## config.mk

```make
export PLATFORM = sky130hd
export DESIGN_NAME = fesq_top
export DESIGN_NICKNAME = d
export VERILOG_FILES = /design/src/verilog/fesq_pkg.sv /design/src/verilog/fesq_bus_cycle.sv /design/src/verilog/fesq_top.sv
export SDC_FILE = /design/constraint.sdc
export NUM_CORES = 1
export LEC_CHECK = 0
export BUFFER_PORTS_ARGS = -buffer_cell sky130_fd_sc_hd__buf_2
export CAP_MARGIN = 0
export CORE_MARGIN = 3
export CORE_UTILIZATION = 42
export CTS_CLUSTER_SIZE = 40
export DETAILED_ROUTE_END_ITERATION = 10
export PLACE_DENSITY_LB_ADDON = 0.05
export SLEW_MARGIN = 20
export SYNTH_ARGS = -nofsm -noshare
export SYNTH_HDL_FRONTEND = slang
export SYNTH_SLANG_ARGS = --single-unit
```

## constraint.sdc

```tcl
create_clock -name clk -period 7 [get_ports clk]
set_clock_uncertainty 0.2 [all_clocks]
set_input_delay 1.4 -clock clk [delete_from_list [all_inputs] [get_ports clk]]
set_output_delay 1.4 -clock clk [all_outputs]
set_load 0.1 [all_outputs]
```

## src/verilog/fesq_pkg.sv

```systemverilog
// Constants for the flash erase/program host sequencer
package fesq_pkg;
    localparam int AW = 18;
    localparam int DW = 16;
    localparam logic [15:0] CMD_SETUP   = 16'h0080;
    localparam logic [15:0] CMD_SECTOR  = 16'h0030;
    localparam logic [15:0] CMD_SUSPEND = 16'h00B0;
    localparam logic [15:0] CMD_RESUME  = 16'h0030;
    localparam logic [15:0] CMD_PROGRAM = 16'h00A0;
    localparam logic [15:0] CMD_RESET   = 16'h00F0;
    // Status bit positions on the data bus
    localparam int POLL_BIT   = 7;
    localparam int TOGGLE_BIT = 6;
    localparam int TMO_BIT    = 5;
    localparam int TIMER_BIT  = 3;
    // Timing at 200 MHz
    localparam int CLK_PS        = 5000;
    localparam int STROBE_LOW_NS = 50;
    localparam int STROBE_HI_NS  = 30;
    localparam int READ_NS       = 120;
    localparam int LOAD_WIN_US   = 30;
    localparam int SUSPEND_US    = 100;
    localparam int STROBE_LOW_CYC = (STROBE_LOW_NS * 1000 + CLK_PS - 1) / CLK_PS;
    localparam int STROBE_HI_CYC  = (STROBE_HI_NS * 1000 + CLK_PS - 1) / CLK_PS;
    localparam int READ_CYC       = (READ_NS * 1000 + CLK_PS - 1) / CLK_PS;
    localparam int LOAD_WIN_CYC   = (LOAD_WIN_US * 1000000) / CLK_PS;
    localparam int SUSPEND_CYC    = (SUSPEND_US * 1000000) / CLK_PS;
    // Software port map
    localparam logic [3:0] REG_CTRL   = 4'h0;
    localparam logic [3:0] REG_ADDR   = 4'h1;
    localparam logic [3:0] REG_DATA   = 4'h2;
    localparam logic [3:0] REG_STATUS = 4'h3;
    localparam logic [3:0] REG_RDATA  = 4'h4;
    // Control opcodes written to the control register
    localparam logic [2:0] OP_ERASE   = 3'h1;
    localparam logic [2:0] OP_PROGRAM = 3'h2;
    localparam logic [2:0] OP_SUSPEND = 3'h3;
    localparam logic [2:0] OP_RESUME  = 3'h4;
    localparam logic [2:0] OP_RESET   = 3'h5;
    localparam logic [2:0] OP_READ    = 3'h6;
    localparam logic [2:0] OP_ADDSEC  = 3'h7;
    // Result codes
    localparam logic [1:0] RES_NONE = 2'h0;
    localparam logic [1:0] RES_OK   = 2'h1;
    localparam logic [1:0] RES_FAIL = 2'h2;
endpackage

```

## src/verilog/fesq_bus_cycle.sv

```systemverilog
// One bus write or read cycle on the flash pins
`timescale 1ns/1ps
module fesq_bus_cycle (
    // Clock and reset
    input  wire logic                   clk,
    input  wire logic                   rstn,
    // Request
    input  wire logic                   start,
    input  wire logic                   is_write,
    input  wire logic [fesq_pkg::AW-1:0] addr,
    input  wire logic [fesq_pkg::DW-1:0] wdata,
    output logic                        done,
    output logic [fesq_pkg::DW-1:0]      rdata,
    // Flash pins
    output logic                        ce_n,
    output logic                        we_n,
    output logic                        oe_n,
    output logic [fesq_pkg::AW-1:0]      fa,
    output logic [fesq_pkg::DW-1:0]      dq_o,
    output logic                        dq_oe,
    input  wire logic [fesq_pkg::DW-1:0] dq_i
);
    typedef enum logic [1:0] {BC_IDLE, BC_LOW, BC_HIGH} fesq_bc_t;
    fesq_bc_t  st_q;
    logic [7:0] cnt_q;
    logic       wr_q;

    always_ff @(posedge clk) begin
        if (!rstn) begin
            st_q  <= BC_IDLE;
            cnt_q <= 8'h00;
            wr_q  <= 1'b0;
            ce_n  <= 1'b1;
            we_n  <= 1'b1;
            oe_n  <= 1'b1;
            fa    <= '0;
            dq_o  <= '0;
            dq_oe <= 1'b0;
            done  <= 1'b0;
            rdata <= '0;
        end else begin
            done <= 1'b0;
            case (st_q)
                BC_IDLE: begin
                    if (start) begin
                        // Address set up with both strobes; device latches on fall, data on rise
                        fa    <= addr;
                        dq_o  <= wdata;
                        dq_oe <= is_write;
                        wr_q  <= is_write;
                        ce_n  <= 1'b0;
                        we_n  <= !is_write;
                        oe_n  <= is_write;
                        cnt_q <= is_write ? 8'(fesq_pkg::STROBE_LOW_CYC) : 8'(fesq_pkg::READ_CYC);
                        st_q  <= BC_LOW;
                    end
                end
                BC_LOW: begin
                    if (cnt_q > 8'h01) begin
                        cnt_q <= cnt_q - 8'h01;
                    end else begin
                        if (!wr_q) begin
                            rdata <= dq_i;
                        end
                        ce_n  <= 1'b1;
                        we_n  <= 1'b1;
                        oe_n  <= 1'b1;
                        cnt_q <= 8'(fesq_pkg::STROBE_HI_CYC);
                        st_q  <= BC_HIGH;
                    end
                end
                default: begin
                    // Hold data past the rising edge, then release the bus
                    dq_oe <= 1'b0;
                    if (cnt_q > 8'h01) begin
                        cnt_q <= cnt_q - 8'h01;
                    end else begin
                        done <= 1'b1;
                        st_q <= BC_IDLE;
                    end
                end
            endcase
        end
    end
endmodule

```

## src/verilog/fesq_top.sv

```systemverilog
// Host sequencer issuing erase, program, suspend and resume to a parallel flash
//
// The plain strobed port and the placing of the registers were chosen for this implementation.
`timescale 1ns/1ps
module fesq_top #(
    parameter logic [fesq_pkg::AW-1:0] UNLOCK_ADDR1 = 18'h00555,
    parameter logic [fesq_pkg::AW-1:0] UNLOCK_ADDR2 = 18'h002AA,
    parameter logic [fesq_pkg::DW-1:0] UNLOCK_DATA1 = 16'h00AA,
    parameter logic [fesq_pkg::DW-1:0] UNLOCK_DATA2 = 16'h0055,
    parameter int                      LOAD_WIN_CYC = fesq_pkg::LOAD_WIN_CYC,
    parameter int                      SUSPEND_CYC  = fesq_pkg::SUSPEND_CYC
) (
    // Clock and reset
    input  wire logic                    clk,
    input  wire logic                    rstn,
    // Software port
    input  wire logic [3:0]              sw_addr,
    input  wire logic [31:0]             sw_wdata,
    input  wire logic                    sw_wr,
    input  wire logic                    sw_rd,
    output logic [31:0]                  sw_rdata,
    // Flash pins
    output logic                         flash_ce_n,
    output logic                         flash_we_n,
    output logic                         flash_oe_n,
    output logic [fesq_pkg::AW-1:0]      flash_addr,
    output logic [fesq_pkg::DW-1:0]      flash_dq_o,
    output logic                         flash_dq_oe,
    input  wire logic [fesq_pkg::DW-1:0] flash_dq_i,
    input  wire logic                    ready_busy_n
);
    typedef enum logic [2:0] {S_IDLE, S_CMD, S_WAIT, S_POLL, S_TIMER} fesq_state_t;
    typedef enum logic [1:0] {K_NONE, K_ERASE, K_PROG, K_READ} fesq_kind_t;

    fesq_state_t            st_q;
    fesq_kind_t             kind_q;
    logic [2:0]             step_q;
    logic [2:0]             nsteps_q;
    logic [fesq_pkg::AW-1:0] addr_q;
    logic [fesq_pkg::DW-1:0] data_q;
    logic [fesq_pkg::DW-1:0] prev_q;
    logic                   have_prev_q;
    logic [1:0]             result_q;
    logic                   suspended_q;
    logic                   window_q;
    logic                   tmo_seen_q;
    logic [31:0]            win_cnt_q;
    logic [31:0]            spd_cnt_q;
    logic [fesq_pkg::DW-1:0] rd_q;
    logic [fesq_pkg::DW-1:0] last_q;
    logic                   busy_pin_q;
    logic                   sus_req_q;

    logic                   bc_start_q;
    logic                   bc_write_q;
    logic [fesq_pkg::AW-1:0] bc_addr_q;
    logic [fesq_pkg::DW-1:0] bc_wdata_q;
    logic                   bc_done;
    logic [fesq_pkg::DW-1:0] bc_rdata;

    fesq_bus_cycle u_bc (
        .clk      (clk),
        .rstn     (rstn),
        .start    (bc_start_q),
        .is_write (bc_write_q),
        .addr     (bc_addr_q),
        .wdata    (bc_wdata_q),
        .done     (bc_done),
        .rdata    (bc_rdata),
        .ce_n     (flash_ce_n),
        .we_n     (flash_we_n),
        .oe_n     (flash_oe_n),
        .fa       (flash_addr),
        .dq_o     (flash_dq_o),
        .dq_oe    (flash_dq_oe),
        .dq_i     (flash_dq_i)
    );

    // Command step table: address and data of the n-th write
    function automatic logic [fesq_pkg::AW+fesq_pkg::DW-1:0] step_word(
        input fesq_kind_t k, input logic [2:0] s, input logic [fesq_pkg::AW-1:0] a,
        input logic [fesq_pkg::DW-1:0] d);
        logic [fesq_pkg::AW+fesq_pkg::DW-1:0] w;
        w = {UNLOCK_ADDR1, UNLOCK_DATA1};
        if (s == 3'h1 || s == 3'h4) begin
            w = {UNLOCK_ADDR2, UNLOCK_DATA2};
        end else if (s == 3'h2) begin
            w = (k == K_ERASE) ? {UNLOCK_ADDR1, fesq_pkg::CMD_SETUP} : {UNLOCK_ADDR1, fesq_pkg::CMD_PROGRAM};
        end else if (s == 3'h3 && k == K_PROG) begin
            w = {a, d};
        end else if (s == 3'h5) begin
            w = {a, fesq_pkg::CMD_SECTOR};
        end
        return w;
    endfunction

    logic start_erase;
    logic start_prog;
    logic start_single;
    logic sw_op;
    assign sw_op        = sw_wr && sw_addr == fesq_pkg::REG_CTRL && st_q == S_IDLE;
    assign start_erase  = sw_op && sw_wdata[2:0] == fesq_pkg::OP_ERASE && !suspended_q;
    // Program is allowed while suspended, as are resume, read and reset; erase is refused, and add-sector finds the window closed
    assign start_prog   = sw_op && sw_wdata[2:0] == fesq_pkg::OP_PROGRAM;
    assign start_single = sw_op && (sw_wdata[2:0] == fesq_pkg::OP_RESET || sw_wdata[2:0] == fesq_pkg::OP_READ);

    logic tog_stable;
    logic poll_ok;
    assign tog_stable = have_prev_q && prev_q[fesq_pkg::TOGGLE_BIT] == bc_rdata[fesq_pkg::TOGGLE_BIT];
    // Program completion needs bits 7 and 6 equal to written data
    assign poll_ok = (kind_q == K_PROG)
        ? (bc_rdata[fesq_pkg::POLL_BIT] == data_q[fesq_pkg::POLL_BIT] &&
           bc_rdata[fesq_pkg::TOGGLE_BIT] == data_q[fesq_pkg::TOGGLE_BIT])
        : bc_rdata[fesq_pkg::POLL_BIT];

    // Software registers
    always_ff @(posedge clk) begin
        if (!rstn) begin
            addr_q <= '0;
            data_q <= '0;
        end else if (sw_wr && st_q == S_IDLE) begin
            if (sw_addr == fesq_pkg::REG_ADDR) begin
                addr_q <= sw_wdata[fesq_pkg::AW-1:0];
            end else if (sw_addr == fesq_pkg::REG_DATA) begin
                data_q <= sw_wdata[fesq_pkg::DW-1:0];
            end
        end
    end

    always_ff @(posedge clk) begin
        if (!rstn) begin
            sw_rdata <= 32'h00000000;
        end else if (sw_rd) begin
            if (sw_addr == fesq_pkg::REG_ADDR) begin
                sw_rdata <= {14'h0000, addr_q};
            end else if (sw_addr == fesq_pkg::REG_DATA) begin
                sw_rdata <= {16'h0000, data_q};
            end else if (sw_addr == fesq_pkg::REG_STATUS) begin
                sw_rdata <= {24'h000000, busy_pin_q, window_q, tmo_seen_q, suspended_q,
                             result_q, st_q != S_IDLE, st_q == S_POLL};
            end else if (sw_addr == fesq_pkg::REG_RDATA) begin
                sw_rdata <= {last_q, rd_q};
            end else begin
                sw_rdata <= 32'h00000000;
            end
        end
    end

    always_ff @(posedge clk) begin
        if (!rstn) begin
            busy_pin_q <= 1'b0;
        end else begin
            busy_pin_q <= !ready_busy_n;
        end
    end

    // A suspend during active erase waits for the poll read in flight
    always_ff @(posedge clk) begin
        if (!rstn || st_q != S_POLL) begin
            sus_req_q <= 1'b0;
        end else if (sw_wr && sw_addr == fesq_pkg::REG_CTRL && sw_wdata[2:0] == fesq_pkg::OP_SUSPEND
                     && kind_q == K_ERASE) begin
            sus_req_q <= 1'b1;
        end
    end

    // Main sequencer
    always_ff @(posedge clk) begin
        if (!rstn) begin
            st_q        <= S_IDLE;
            kind_q      <= K_NONE;
            step_q      <= 3'h0;
            nsteps_q    <= 3'h0;
            prev_q      <= '0;
            have_prev_q <= 1'b0;
            result_q    <= fesq_pkg::RES_NONE;
            suspended_q <= 1'b0;
            window_q    <= 1'b0;
            tmo_seen_q  <= 1'b0;
            win_cnt_q   <= 32'h00000000;
            spd_cnt_q   <= 32'h00000000;
            rd_q        <= '0;
            last_q      <= '0;
            bc_start_q  <= 1'b0;
            bc_write_q  <= 1'b0;
            bc_addr_q   <= '0;
            bc_wdata_q  <= '0;
        end else begin
            bc_start_q <= 1'b0;
            case (st_q)
                S_IDLE: begin
                    if (start_erase || start_prog) begin
                        kind_q      <= start_erase ? K_ERASE : K_PROG;
                        nsteps_q    <= start_erase ? 3'h6 : 3'h4;
                        step_q      <= 3'h0;
                        result_q    <= fesq_pkg::RES_NONE;
                        tmo_seen_q  <= 1'b0;
                        // Any other command ends the device's load window
                        window_q    <= 1'b0;
                        {bc_addr_q, bc_wdata_q} <= step_word(start_erase ? K_ERASE : K_PROG, 3'h0, addr_q, data_q);
                        bc_write_q  <= 1'b1;
                        bc_start_q  <= 1'b1;
                        st_q        <= S_CMD;
                    end else if (start_single) begin
                        kind_q     <= sw_wdata[2:0] == fesq_pkg::OP_READ ? K_READ : K_NONE;
                        bc_write_q <= sw_wdata[2:0] != fesq_pkg::OP_READ;
                        bc_addr_q  <= addr_q;
                        bc_wdata_q <= fesq_pkg::CMD_RESET;
                        bc_start_q <= 1'b1;
                        if (sw_wdata[2:0] == fesq_pkg::OP_RESET) begin
                            suspended_q <= 1'b0;
                            window_q    <= 1'b0;
                        end
                        st_q <= S_WAIT;
                    end else if (sw_op && sw_wdata[2:0] == fesq_pkg::OP_ADDSEC && window_q) begin
                        // Extra sector address inside the load window
                        kind_q     <= K_ERASE;
                        bc_write_q <= 1'b1;
                        {bc_addr_q, bc_wdata_q} <= {addr_q, fesq_pkg::CMD_SECTOR};
                        bc_start_q <= 1'b1;
                        st_q       <= S_WAIT;
                    end else if (sw_op && sw_wdata[2:0] == fesq_pkg::OP_RESUME && suspended_q) begin
                        kind_q      <= K_ERASE;
                        suspended_q <= 1'b0;
                        result_q    <= fesq_pkg::RES_NONE;
                        tmo_seen_q  <= 1'b0;
                        bc_write_q  <= 1'b1;
                        {bc_addr_q, bc_wdata_q} <= {addr_q, fesq_pkg::CMD_RESUME};
                        bc_start_q  <= 1'b1;
                        st_q        <= S_WAIT;
                    end else if (sw_op && sw_wdata[2:0] == fesq_pkg::OP_SUSPEND && kind_q == K_ERASE
                                 && result_q == fesq_pkg::RES_NONE) begin
                        // Suspend sent while erase has no result yet, even if already suspended
                        bc_write_q  <= 1'b1;
                        {bc_addr_q, bc_wdata_q} <= {addr_q, fesq_pkg::CMD_SUSPEND};
                        bc_start_q  <= 1'b1;
                        suspended_q <= 1'b1;
                        window_q    <= 1'b0;
                        spd_cnt_q   <= window_q ? 32'h00000001 : 32'(SUSPEND_CYC);
                        st_q        <= S_WAIT;
                    end
                    if (window_q && !sw_op) begin
                        if (win_cnt_q > 32'h00000001) begin
                            win_cnt_q <= win_cnt_q - 32'h00000001;
                        end else begin
                            // Window closed, device now erasing on its own
                            window_q <= 1'b0;
                            st_q     <= S_POLL;
                            have_prev_q <= 1'b0;
                            bc_write_q <= 1'b0;
                            bc_addr_q  <= addr_q;
                            bc_start_q <= 1'b1;
                        end
                    end
                end
                S_CMD: begin
                    if (bc_done) begin
                        if (step_q + 3'h1 == nsteps_q) begin
                            // Poll valid after final strobe rise
                            have_prev_q <= 1'b0;
                            bc_write_q  <= 1'b0;
                            bc_addr_q   <= addr_q;
                            if (kind_q == K_ERASE) begin
                                window_q  <= 1'b1;
                                win_cnt_q <= 32'(LOAD_WIN_CYC);
                                st_q      <= S_IDLE;
                            end else begin
                                bc_start_q <= 1'b1;
                                st_q       <= S_POLL;
                            end
                        end else begin
                            step_q     <= step_q + 3'h1;
                            {bc_addr_q, bc_wdata_q} <= step_word(kind_q, step_q + 3'h1, addr_q, data_q);
                            bc_start_q <= 1'b1;
                        end
                    end
                end
                S_WAIT: begin
                    if (bc_done) begin
                        if (kind_q == K_READ) begin
                            rd_q <= bc_rdata;
                        end
                        if (kind_q == K_ERASE && bc_wdata_q == fesq_pkg::CMD_SECTOR && !suspended_q
                            && bc_write_q && !window_q) begin
                            // Resume: poll the erase again
                            bc_write_q  <= 1'b0;
                            have_prev_q <= 1'b0;
                            bc_start_q  <= 1'b1;
                            st_q        <= S_POLL;
                        end else if (kind_q == K_ERASE && bc_wdata_q == fesq_pkg::CMD_SECTOR && window_q) begin
                            win_cnt_q <= 32'(LOAD_WIN_CYC);
                            st_q      <= S_IDLE;
                        end else if (spd_cnt_q != 32'h00000000) begin
                            st_q <= S_TIMER;
                        end else begin
                            st_q <= S_IDLE;
                        end
                    end
                end
                S_TIMER: begin
                    // Wait out worst-case suspend latency
                    if (spd_cnt_q > 32'h00000001) begin
                        spd_cnt_q <= spd_cnt_q - 32'h00000001;
                    end else begin
                        spd_cnt_q <= 32'h00000000;
                        st_q      <= S_IDLE;
                    end
                end
                default: begin
                    if (bc_done) begin
                        last_q      <= bc_rdata;
                        prev_q      <= bc_rdata;
                        have_prev_q <= 1'b1;
                        if (bc_rdata[fesq_pkg::TMO_BIT]) begin
                            tmo_seen_q <= 1'b1;
                        end
                        if (tog_stable && poll_ok) begin
                            result_q <= fesq_pkg::RES_OK;
                            kind_q   <= K_NONE;
                            st_q     <= S_IDLE;
                        end else if (tmo_seen_q && have_prev_q && !tog_stable) begin
                            // Toggling after timeout: failed, software issues reset
                            result_q <= fesq_pkg::RES_FAIL;
                            kind_q   <= K_NONE;
                            st_q     <= S_IDLE;
                        end else if (sus_req_q) begin
                            // Erase still running: suspend, then wait out its latency
                            bc_write_q  <= 1'b1;
                            {bc_addr_q, bc_wdata_q} <= {addr_q, fesq_pkg::CMD_SUSPEND};
                            bc_start_q  <= 1'b1;
                            suspended_q <= 1'b1;
                            spd_cnt_q   <= 32'(SUSPEND_CYC);
                            st_q        <= S_WAIT;
                        end else begin
                            bc_start_q <= 1'b1;
                        end
                    end
                end
            endcase
        end
    end
endmodule
```

==> results of run 1 <==
-- sequential cells by signal, summed over array words and instances (netlist names), 2 cells and up --
register,count
last_q,16
addr_q,18
u_bc.rdata,16
sw_rdata,32
kind_q,2
rd_q,16
step_q,3
u_bc.fa,18
st_q,3
result_q,2
u_bc.cnt_q,8
bc_wdata_q,16
win_cnt_q,32
bc_addr_q,18
spd_cnt_q,32
u_bc.st_q,2
nsteps_q,2
data_q,16
u_bc.dq_o,16
-- power by group through the flow --
stage	Clock [mW]	Combinational (mW)	Sequential, mW
final	1.68	0.822	1.73
after global routing	1.79	0.900	1.74
after CTS	1.72	0.813	1.73
after detailed placement	0	0.809	1.76
after global placement	0	0.809	1.76
after floorplan	0	0.588	1.77
-- placed cells by master (no fill, tap or decap), types with 11 or more instances in the layout --
| master | synthesis | layout |
|---|---|---|
| dfxtp_1 | 282 | 282 |
| buf_4 | 1 | 17 |
| or4_1 | 14 | 14 |
| nor3_1 | 51 | 51 |
| a22oi_1 | 15 | 15 |
| xor2_1 | 21 | 21 |
| buf_2 | 4 | 112 |
| nor2_1 | 149 | 148 |
| nand2_1 | 320 | 320 |
| nor4_1 | 19 | 19 |
| o21ai_0 | 66 | 64 |
| a22o_1 | 12 | 12 |
| nand2b_1 | 33 | 33 |
| nand3_1 | 46 | 46 |
| clkbuf_8 | 0 | 11 |
| a31oi_1 | 26 | 26 |
| inv_1 | 20 | 20 |
| a21oi_1 | 212 | 212 |
| xnor2_1 | 21 | 21 |
| clkbuf_16 | 0 | 30 |
| or3_1 | 18 | 18 |
| a311oi_1 | 13 | 13 |
-- kinds of logic (layout without fill, tap and decap cells) --
kind of cell,count (synthesis),after routing,share of synthesized area [%]
buffers and inverters,125,206,3.95
XOR/XNOR,43,43,3.09
adder cells (fa/ha/maj),11,11,1.07
flip-flops,282,282,44.6
other,0,3,0
AO/OA/AOI/OAI,425,425,20.5
AND/OR/NAND/NOR,726,726,26.7
multiplexers,2,2,0.158
-- stage by stage --
stage                     area [um2]  setup slack (ns)  utilization, %  power, mW  hold WS, ns
after CTS                      14500              2.49            49.6       4.26        0.253
after global placement         13400              1.96            45.9       2.57        0.240
after global routing           14500              2.17            49.6       4.42        0.269
after detailed placement       13400              1.90            45.9       2.57        0.244
final                          14500              2.49            49.6       4.23        0.250
after floorplan                12700              3.10               -       2.35        0.232
-- layout make-up --
class	count	area (um2)	area share [%]
diodes	3	7.51	0.0517
clock buffers	45	917	6.32
clock inverters	11	154	1.06
inverters	21	83.8	0.578
multi-input cells	1207	6540	45.0
flip-flops and latches	282	5650	38.9
well taps	384	480	3.31
repair buffers	129	688	4.74
-- worst max-delay path by stage --
stage | slack (ns) | startpoint | to
finish | 2.49 | sw_addr[0] | spd_cnt_q[20]
detailed placement | 1.90 | sw_addr[0] | spd_cnt_q[27]
floorplan | 3.10 | sw_addr[1] | spd_cnt_q[12]
global placement | 1.96 | sw_addr[0] | spd_cnt_q[15]
global route | 2.17 | sw_addr[0] | spd_cnt_q[27]
CTS | 2.49 | sw_addr[0] | spd_cnt_q[20]
-- metal layers --
layer | share of wire (%) | global-route usage (%) | routed length, um
met3 | 5.5 | 3.19 | 2000
met1 | 50 | 32.2 | 18000
met2 | 43 | 32.3 | 15700
met5 | 0.033 | 0 | 12
met4 | 2.0 | 5.45 | 721
-- worst register-to-register path, delay by kind of cell (launching register included) --
kind            cells  cell delay (ns)
compound gates      2             1.31
flops               1             0.54
simple gates        5             1.69
==> results by group, run 1 <==
Run status
  – Status: finished, final reports clean

Logic synthesis
  – Syn avg cell area: 7.85 um2
  – Sequential area share after synthesis: 44.6%
  – Synth top area cells: dfxtp_1 45%, nand2_1 9.5%, a21oi_1 8.4%, nor2_1 4.4%, clkbuf_1 2.7%
  – Synth top cells by count: 320 x nand2_1, 282 x dfxtp_1, 212 x a21oi_1
  – Yosys cell types: 75
  – Yosys top cell by area: dfxtp_1
  – Top-count cell post-synth: nand2_1
  – Number of synthesized flops with an enable pin: 0
  – Ys async rst share: 0%
  – Yosys top cell area share: 44.6%
  – #FFs+latches synth: 282
  – Synthesized instance count: 1614
  – Mapped Area: 12700 um2
  – Synth Flop Type: dfxtp_1
  – Yosys warning count: 0
  – Post-Syn Nets: 1681

Clock tree
  – CTS Sinks: 282
  – Number of CTS-inserted buffers: 30
  – CTS tree: yes
  – Worst-path clk slew: 0.06 ns
  – Max H-tree Level: 1
  – Clock latency on the worst-skew pair: 0.56 ns
  – CTS resizes: 0
  – Hold-fix buffers, CTS: 0
  – Clk buf depth: 3
  – Post-CTS Setup Bufs: 0
  – Root buffer cell: clkbuf_16

Min path
  – Min-delay src: u_bc.fa[2]
  – Hold endpoint: u_bc.fa[2]
  – Hold Path Class: flop to flop
  – Hold path depth: 2

STA
  – Final setup TNS: 0 ns
  – Slew @ Worst Pin: 1.10 ns
  – Max_slew headroom: 26.4%
  – Slew Viols, Final: 0
  – Setup Viol. Count Final: 0
  – Fmax: 222 MHz
  – RSZ-0062 raised after global routing: false
  – Final hold violations: 0
  – Tmin final: 4.51 ns
  – Crit share post-route: 64.5%

Cells and area
  – Layout Nets: 1738
  – Final Non-Filler Cells: 2082
  – Layout cells sized above 1: 12.6%
  – Fillers: 2937
  – Area growth from synthesis to layout: 14.6%

Power and ir drop
  – Pwr Density: 292 nW/um2
  – Sw Ratio: 30.7%
  – Leak: 5.27 nW
  – Cell Int Power: 2.93 mW
  – Clock Power Share: 39.7%
  – VDD IR-drop max: 248 uV
  – Switching Power: 1.30 mW
  – Sequential share of power: 40.9%
  – Logic pwr share: 19.4%

Die
  – Die footprint: 32300 um2
  – Initial Util: 43.3%
  – I/O Pins: 127
  – Die Height: 180 um
  – Die Width: 180 um
  – Rows: 62
  – Core ar.: 29200 um2

Critical path
  – Critical path class: input port to flop
  – Crit path DAT: 4.72 ns
  – CP required: 7.20 ns
  – Crit path cell chain: buf_2 -> nor4_1 -> buf_4 -> nand3_1 -> o22a_1 -> nor4_2 -> nor2_1 -> o21ai_2 -> nor2_1
  – Slowest CP cell: o21ai_2
  – Reg-to-reg endpoint: spd_cnt_q[20]
  – Max incr delay on CP: 0.76 ns
  – Crit-path leading delay family: simple AND/OR/NAND/NOR gates
  – R2R setup slack: 3.10 ns
  – Crit-path most repeated cell: nor2_1
  – Crit path buffers/inverters: 2
  – FF-to-FF Start: st_q[0]
  – CP endpoint kind: flop
  – Stages on worst setup path: 9
  – Worst Reg-to-Reg Cells: 7
  – CP max FO: 22
  – CP startpoint kind: input port

Global route
  – Tot GR Track Use: 21.5%
  – First-pass GRT wire length: 58700 um
  – Largest net degree at the start of global routing: 77
  – Remaining global-route overflow: 0
  – Number of global-route vias before repair: 10700
  – Initial antenna violation count: 4

Placed design
  – Hpwl dp: 24900 um
  – Placed cell count: 2023
  – Gp weighted congestion: 0.882
  – Port bufs: 112

Drt
  – Vias: 11600
  – Final wirelength: 36400 um
  – DR pass1 iterations: 6
  – Detail Route Antenna Nets: 0
  – Avg WL per Cell: 17.5 um
  – DRC viols: 0
  – Iter 0 DRT Violations: 948
  – Vias per std cell: 5.58

Job
  – Max cap viols: 0
Power figures use the tool's default switching activity.
==> inputs of run 2 (changes only) <==
==> constraint.sdc (replaced) <==
create_clock -name clk -period 4.45 [get_ports clk]
set_clock_uncertainty 0.2 [all_clocks]
set_input_delay 0.89 -clock clk [delete_from_list [all_inputs] [get_ports clk]]
set_output_delay 0.89 -clock clk [all_outputs]
set_load 0.1 [all_outputs]
==> run 2 against run 1 <==
Total power increased by 65%. Worst hold slack got worse by 0.0024 ns. Sequential power grew 57%. Register-to-register slack got worse by 2.2 ns. Non-clock buffer count rose by 11. Global-route usage fell by 0.080 points. Die area is the same. Routed wire length decreased by 0.31%. Combinational power increased by 61%. Critical endpoint is now win_cnt_q[18].
==> results by group, run 2 (synthesis results as in run 1) <==
Global route
  – Initial antenna violation count: 2
  – Largest net degree at the start of global routing: 84
  – Tot GR Track Use: 21.4%
  – First-pass GRT wire length: 58100 um
  – Number of global-route vias before repair: 10700
  – Remaining global-route overflow: 0

STA
  – PnR worst setup slack: 0.877 ns
  – Final setup TNS: 0 ns
  – Max_slew headroom: 30.4%
  – Slew Viols, Final: 0
  – Final hold violations: 0
  – Fmax: 280 MHz
  – Crit share post-route: 80.3%
  – WHS: 0.248 ns
  – Setup Viol. Count Final: 0
  – Tmin final: 3.57 ns
  – Slew @ Worst Pin: 1.04 ns
  – RSZ-0062 raised after global routing: false

Die
  – Die footprint: 32300 um2
  – Die Width: 180 um
  – I/O Pins: 127
  – Initial Util: 43.3%
  – Core ar.: 29200 um2
  – Die Height: 180 um
  – Rows: 62

Cells and area
  – Highest-count cells in the layout ignoring fill and taps: 320 x nand2_1, 282 x dfxtp_1, 212 x a21oi_1
  – Largest registers: spd_cnt_q: 32 flops, sw_rdata: 32 flops, win_cnt_q: 32 flops
  – Util after Layout: 50.4%
  – Layout cells sized above 1: 13.3%
  – Layout Nets: 1754
  – Area growth from synthesis to layout: 16.5%
  – Commonest non-fill, non-tap cell in the layout: nand2_1
  – Fillers: 2908

Critical path
  – CP endpoint kind: flop
  – CP max FO: 13
  – CP required: 4.64 ns
  – Crit path cell chain: inv_1 -> ha_1 -> xor2_1 -> or3_4 -> o31a_1 -> a2111o_1 -> or4_4 -> xor2_1 -> nor2_2
  – Slowest CP cell: a2111o_1
  – Max incr delay on CP: 0.63 ns
  – CP startpoint kind: flop
  – Crit path DAT: 3.76 ns
  – FF-to-FF Start: step_q[0]
  – Critical path class: flop to flop
  – CP startpoint: step_q[0]
  – Crit-path most repeated cell: xor2_1

Placed design
  – Hpwl dp: 25200 um
  – Dpl ws: 0.575 ns
  – Gp weighted congestion: 0.903
  – Port bufs: 112

Clock tree
  – Worst-path clk slew: 0.05 ns
  – CTS resizes: 0
  – Clk buf depth: 3
  – CTS Sinks: 282
  – Clock latency on the worst-skew pair: 0.51 ns
  – Number of CTS-inserted buffers: 35
  – Hold-fix buffers, CTS: 0
  – Root buffer cell: clkbuf_16
  – Post-CTS Setup Bufs: 0
  – Max H-tree Level: 2
  – CTS tree: yes

Drt
  – Detail Route Antenna Nets: 0
  – Final wirelength: 36300 um
  – Vias: 11700
  – Avg WL per Cell: 17.3 um
  – DR pass1 iterations: 6
  – DRC viols: 0
  – Iter 0 DRT Violations: 883
  – Vias per std cell: 5.56

Power and ir drop
  – Leak: 5.40 nW
  – Pwr Density: 474 nW/um2
  – VDD IR-drop max: 259 uV

Run status
  – Status: finished, final reports clean

Min path
  – Min-delay src: u_bc.dq_o[14]
  – Hold Path Class: flop to flop

Job
  – Max cap viols: 0
-- run 2: path summary, 6_finish.rpt --
| kind | to | cells past startpoint | slack, ns |
|---|---|---|---|
| max | win_cnt_q[18] | 9 | 0.88 |
| min | u_bc.dq_o[14] | 2 | 0.25 |
| max reg2reg | win_cnt_q[18] | 9 | 0.88 |
| min reg2reg | u_bc.dq_o[14] | 2 | 0.25 |
-- run 2: power breakdown --
group	leakage (nW)	total [mW]	switching (mW)	internal, mW
sequential	2.28	2.71	0.0993	2.61
combinational	2.53	1.32	0.900	0.425
clock	0.591	2.96	1.10	1.86
-- run 2: metrics by stage --
stage | instance area, um2 | instances | power, mW
finish | 14800 | 2098 | 6.99
global route | 14800 | 2098 | 9.22
CTS | 14700 | 2097 | 7.03
detailed placement | 13500 | 2034 | 4.07
global placement | 13500 | 2034 | 4.06
floorplan | 12700 | 1614 | 3.70
-- run 2: final cells by class --
type / instances / area [um2] / share of cell area (%)
Inverter: 21 / 83.8 / 0.568
Antenna cell: 1 / 2.50 / 0.0170
Clock buffer: 52 / 1040 / 7.06
Timing Repair Buffer: 140 / 783 / 5.31
Clock inverter: 11 / 175 / 1.19
Multi-Input combinational cell: 1207 / 6540 / 44.3
Tap cell: 384 / 480 / 3.26
Sequential cell: 282 / 5650 / 38.3
-- run 2: layer usage --
layer	vias up	routed length, um	track usage [%]
li1	5843	-	-
met1	5446	18000	32.1
met2	329	15500	32.2
met3	51	2220	3.68
met4	2	605	4.73
met5	-	9	0
-- run 2: critical path: cells and delay by family (launching register included) --
family	cells	cell delay, ns
AND/OR/NAND/NOR	3	1.04
AO/OA/AOI/OAI	2	0.99
flip-flops	1	0.39
XOR/XNOR	2	0.36
adder cells (fa/ha/maj)	1	0.34
buffers and inverters	1	0.13
==> inputs of run 3 (changes only) <==
==> constraint.sdc (replaced) <==
create_clock -name clk -period 3.3 [get_ports clk]
set_clock_uncertainty 0.2 [all_clocks]
set_input_delay 0.66 -clock clk [delete_from_list [all_inputs] [get_ports clk]]
set_output_delay 0.66 -clock clk [all_outputs]
set_load 0.1 [all_outputs]
==> run 3 against run 2 <==
Total power up 34%. Sequential share of layout area down 0.75 points. Final cell count is 2.0% higher. Via count increased by 1.4%. Routed wire length is 1.5% higher. Cell area rose by 2.0%. Fmax up 13%. Combinational power is 48% higher. Setup slack worse by 0.75 ns. Critical path type unchanged. Critical endpoint unchanged.
==> results by group, run 3 (synthesis results as in run 1) <==
Cells and area
  – N_diodes: 0
  – Final Non-Filler Cells: 2141
  – Area growth from synthesis to layout: 18.9%
  – Layout cells sized above 1: 15.7%
  – Commonest non-fill, non-tap cell in the layout: nand2_1
  – Largest registers: spd_cnt_q: 32 flops, sw_rdata: 32 flops, win_cnt_q: 32 flops
  – Layout Nets: 1801
  – Post-route cell area: 15100 um2
  – Highest-count cells in the layout ignoring fill and taps: 320 x nand2_1, 280 x dfxtp_1, 212 x a21oi_1
  – Fillers: 2921

STA
  – Crit share post-route: 96.1%
  – Setup Viol. Count Final: 0
  – Max_slew headroom: 51.9%
  – Final hold violations: 0
  – Slew @ Worst Pin: 0.722 ns
  – RSZ-0062 raised after global routing: false
  – Slew Viols, Final: 0
  – Fmax: 315 MHz
  – Tmin final: 3.17 ns
  – Final setup TNS: 0 ns

Clock tree
  – Max H-tree Level: 1
  – Hold-fix buffers, CTS: 0
  – Clock latency on the worst-skew pair: 0.56 ns
  – Number of CTS-inserted buffers: 31
  – Clk buf depth: 3
  – CTS tree: yes
  – Worst-path clk slew: 0.06 ns
  – Root buffer cell: clkbuf_16
  – CTS Sinks: 282

Global route
  – Tot GR Track Use: 21.7%
  – Initial antenna violation count: 1
  – Largest net degree at the start of global routing: 65
  – First-pass GRT wire length: 59300 um
  – Number of global-route vias before repair: 10900
  – Remaining global-route overflow: 0

Critical path
  – CP endpoint kind: flop
  – FF-to-FF Start: step_q[0]
  – CP startpoint kind: flop
  – Reg-to-reg endpoint: win_cnt_q[18]
  – CP required: 3.55 ns
  – CP max FO: 6
  – Crit path DAT: 3.42 ns
  – Critical path class: flop to flop
  – Worst Reg-to-Reg Cells: 9
  – R2R setup slack: 0.13 ns

Die
  – Die Width: 180 um
  – Rows: 62
  – Die footprint: 32300 um2
  – Core ar.: 29200 um2
  – I/O Pins: 127
  – Die Height: 180 um
  – Initial Util: 43.3%

Min path
  – Hold endpoint: busy_pin_q
  – Hold path depth: 2
  – Min-delay src: ready_busy_n
  – Hold Path Class: input port to flop

Placed design
  – Placed cell count: 2084
  – Placed cell areas: 13900 um2
  – Gp weighted congestion: 0.862
  – Hpwl dp: 25900 um
  – Port bufs: 112

Run status
  – Status: finished, final reports clean

Power and ir drop
  – Leak: 5.62 nW
  – Overall Power: 9.34 mW
  – Pwr Density: 621 nW/um2
  – VDD IR-drop max: 365 uV

Drt
  – Final wirelength: 36900 um
  – DRC viols: 0
  – Iter 0 DRT Violations: 945
  – Detail Route Antenna Nets: 0
  – Vias per std cell: 5.53
  – Vias: 11800
  – DR pass1 iterations: 5
  – Avg WL per Cell: 17.2 um

Job
  – Max cap viols: 0
-- run 3: changes by cell type in the layout (fill, tap and decap cells not counted), sizes merged --
| cell | change |
|---|---|
| buf | +51 |
| clkbuf | -8 |
| bufinv | +2 |
| clkinv | +1 |
| clkinvlp | -1 |
| diode | -1 |
| inv | -1 |
-- run 3: layout make-up --
type	count	area (um2)	share of cell area, %
Sequential cell	282	5650	37.5
Timing Repair Buffer	191	1180	7.83
Clock inverter	12	216	1.44
Multi-Input combinational cell	1207	6540	43.4
Tap cell	384	480	3.19
Inverter	21	83.8	0.557
Clock buffer	44	905	6.01
-- run 3: what timing repair did --
item,CTS,global route
hold endpoints to repair,0,0
gates resized for setup,0,4
pin swaps,1,0
buffers inserted,0,1
setup endpoints to repair,1,6
-- run 3: worst max-delay path by stage --
stage | startpoint | to | slack [ns]
floorplan | step_q[0] | win_cnt_q[18] | 0.09
global placement | step_q[0] | win_cnt_q[18] | 0.03
detailed placement | step_q[0] | win_cnt_q[18] | 0.002
CTS | step_q[0] | win_cnt_q[26] | 0.04
global route | step_q[0] | win_cnt_q[29] | 0.01
finish | step_q[0] | win_cnt_q[18] | 0.13
-- run 3: power by group --
part / total, mW / internal [mW] / switching, mW
clock: 3.77 / 2.36 / 1.41
combinational: 1.95 / 0.689 / 1.26
sequential: 3.63 / 3.52 / 0.107
-- run 3: metrics by stage --
| stage | setup slack (ns) | hold slack [ns] | utilization [%] |
|---|---|---|---|
| detailed placement | 0.00184 | 0.245 | 47.6 |
| global route | 0.0140 | 0.0560 | 51.5 |
| CTS | 0.0386 | 0.0448 | 51.4 |
| floorplan | 0.0877 | 0.232 | - |
| global placement | 0.0323 | 0.241 | 47.6 |
| finish | 0.128 | 0.0650 | 51.5 |
-- run 3: worst max-delay path: stages (launching register included) --
cell	delay (ns)
dfxtp_2	0.36
inv_1	0.06
ha_1	0.32
xor2_1	0.17
or3_4	0.41
o31a_1	0.34
a2111o_1	0.42
or4_4	0.55
xor2_1	0.17
nor2_2	0.04
-- run 3: layer usage --
metal  track usage, %  routed length [um]  vias to the layer above
li1                 -                   -                     5934
met2             33.7               16100                      312
met4             4.30                 733                        2
met1             32.2               18000                     5537
met5                0                  20                        -
met3             3.17                2100                       53
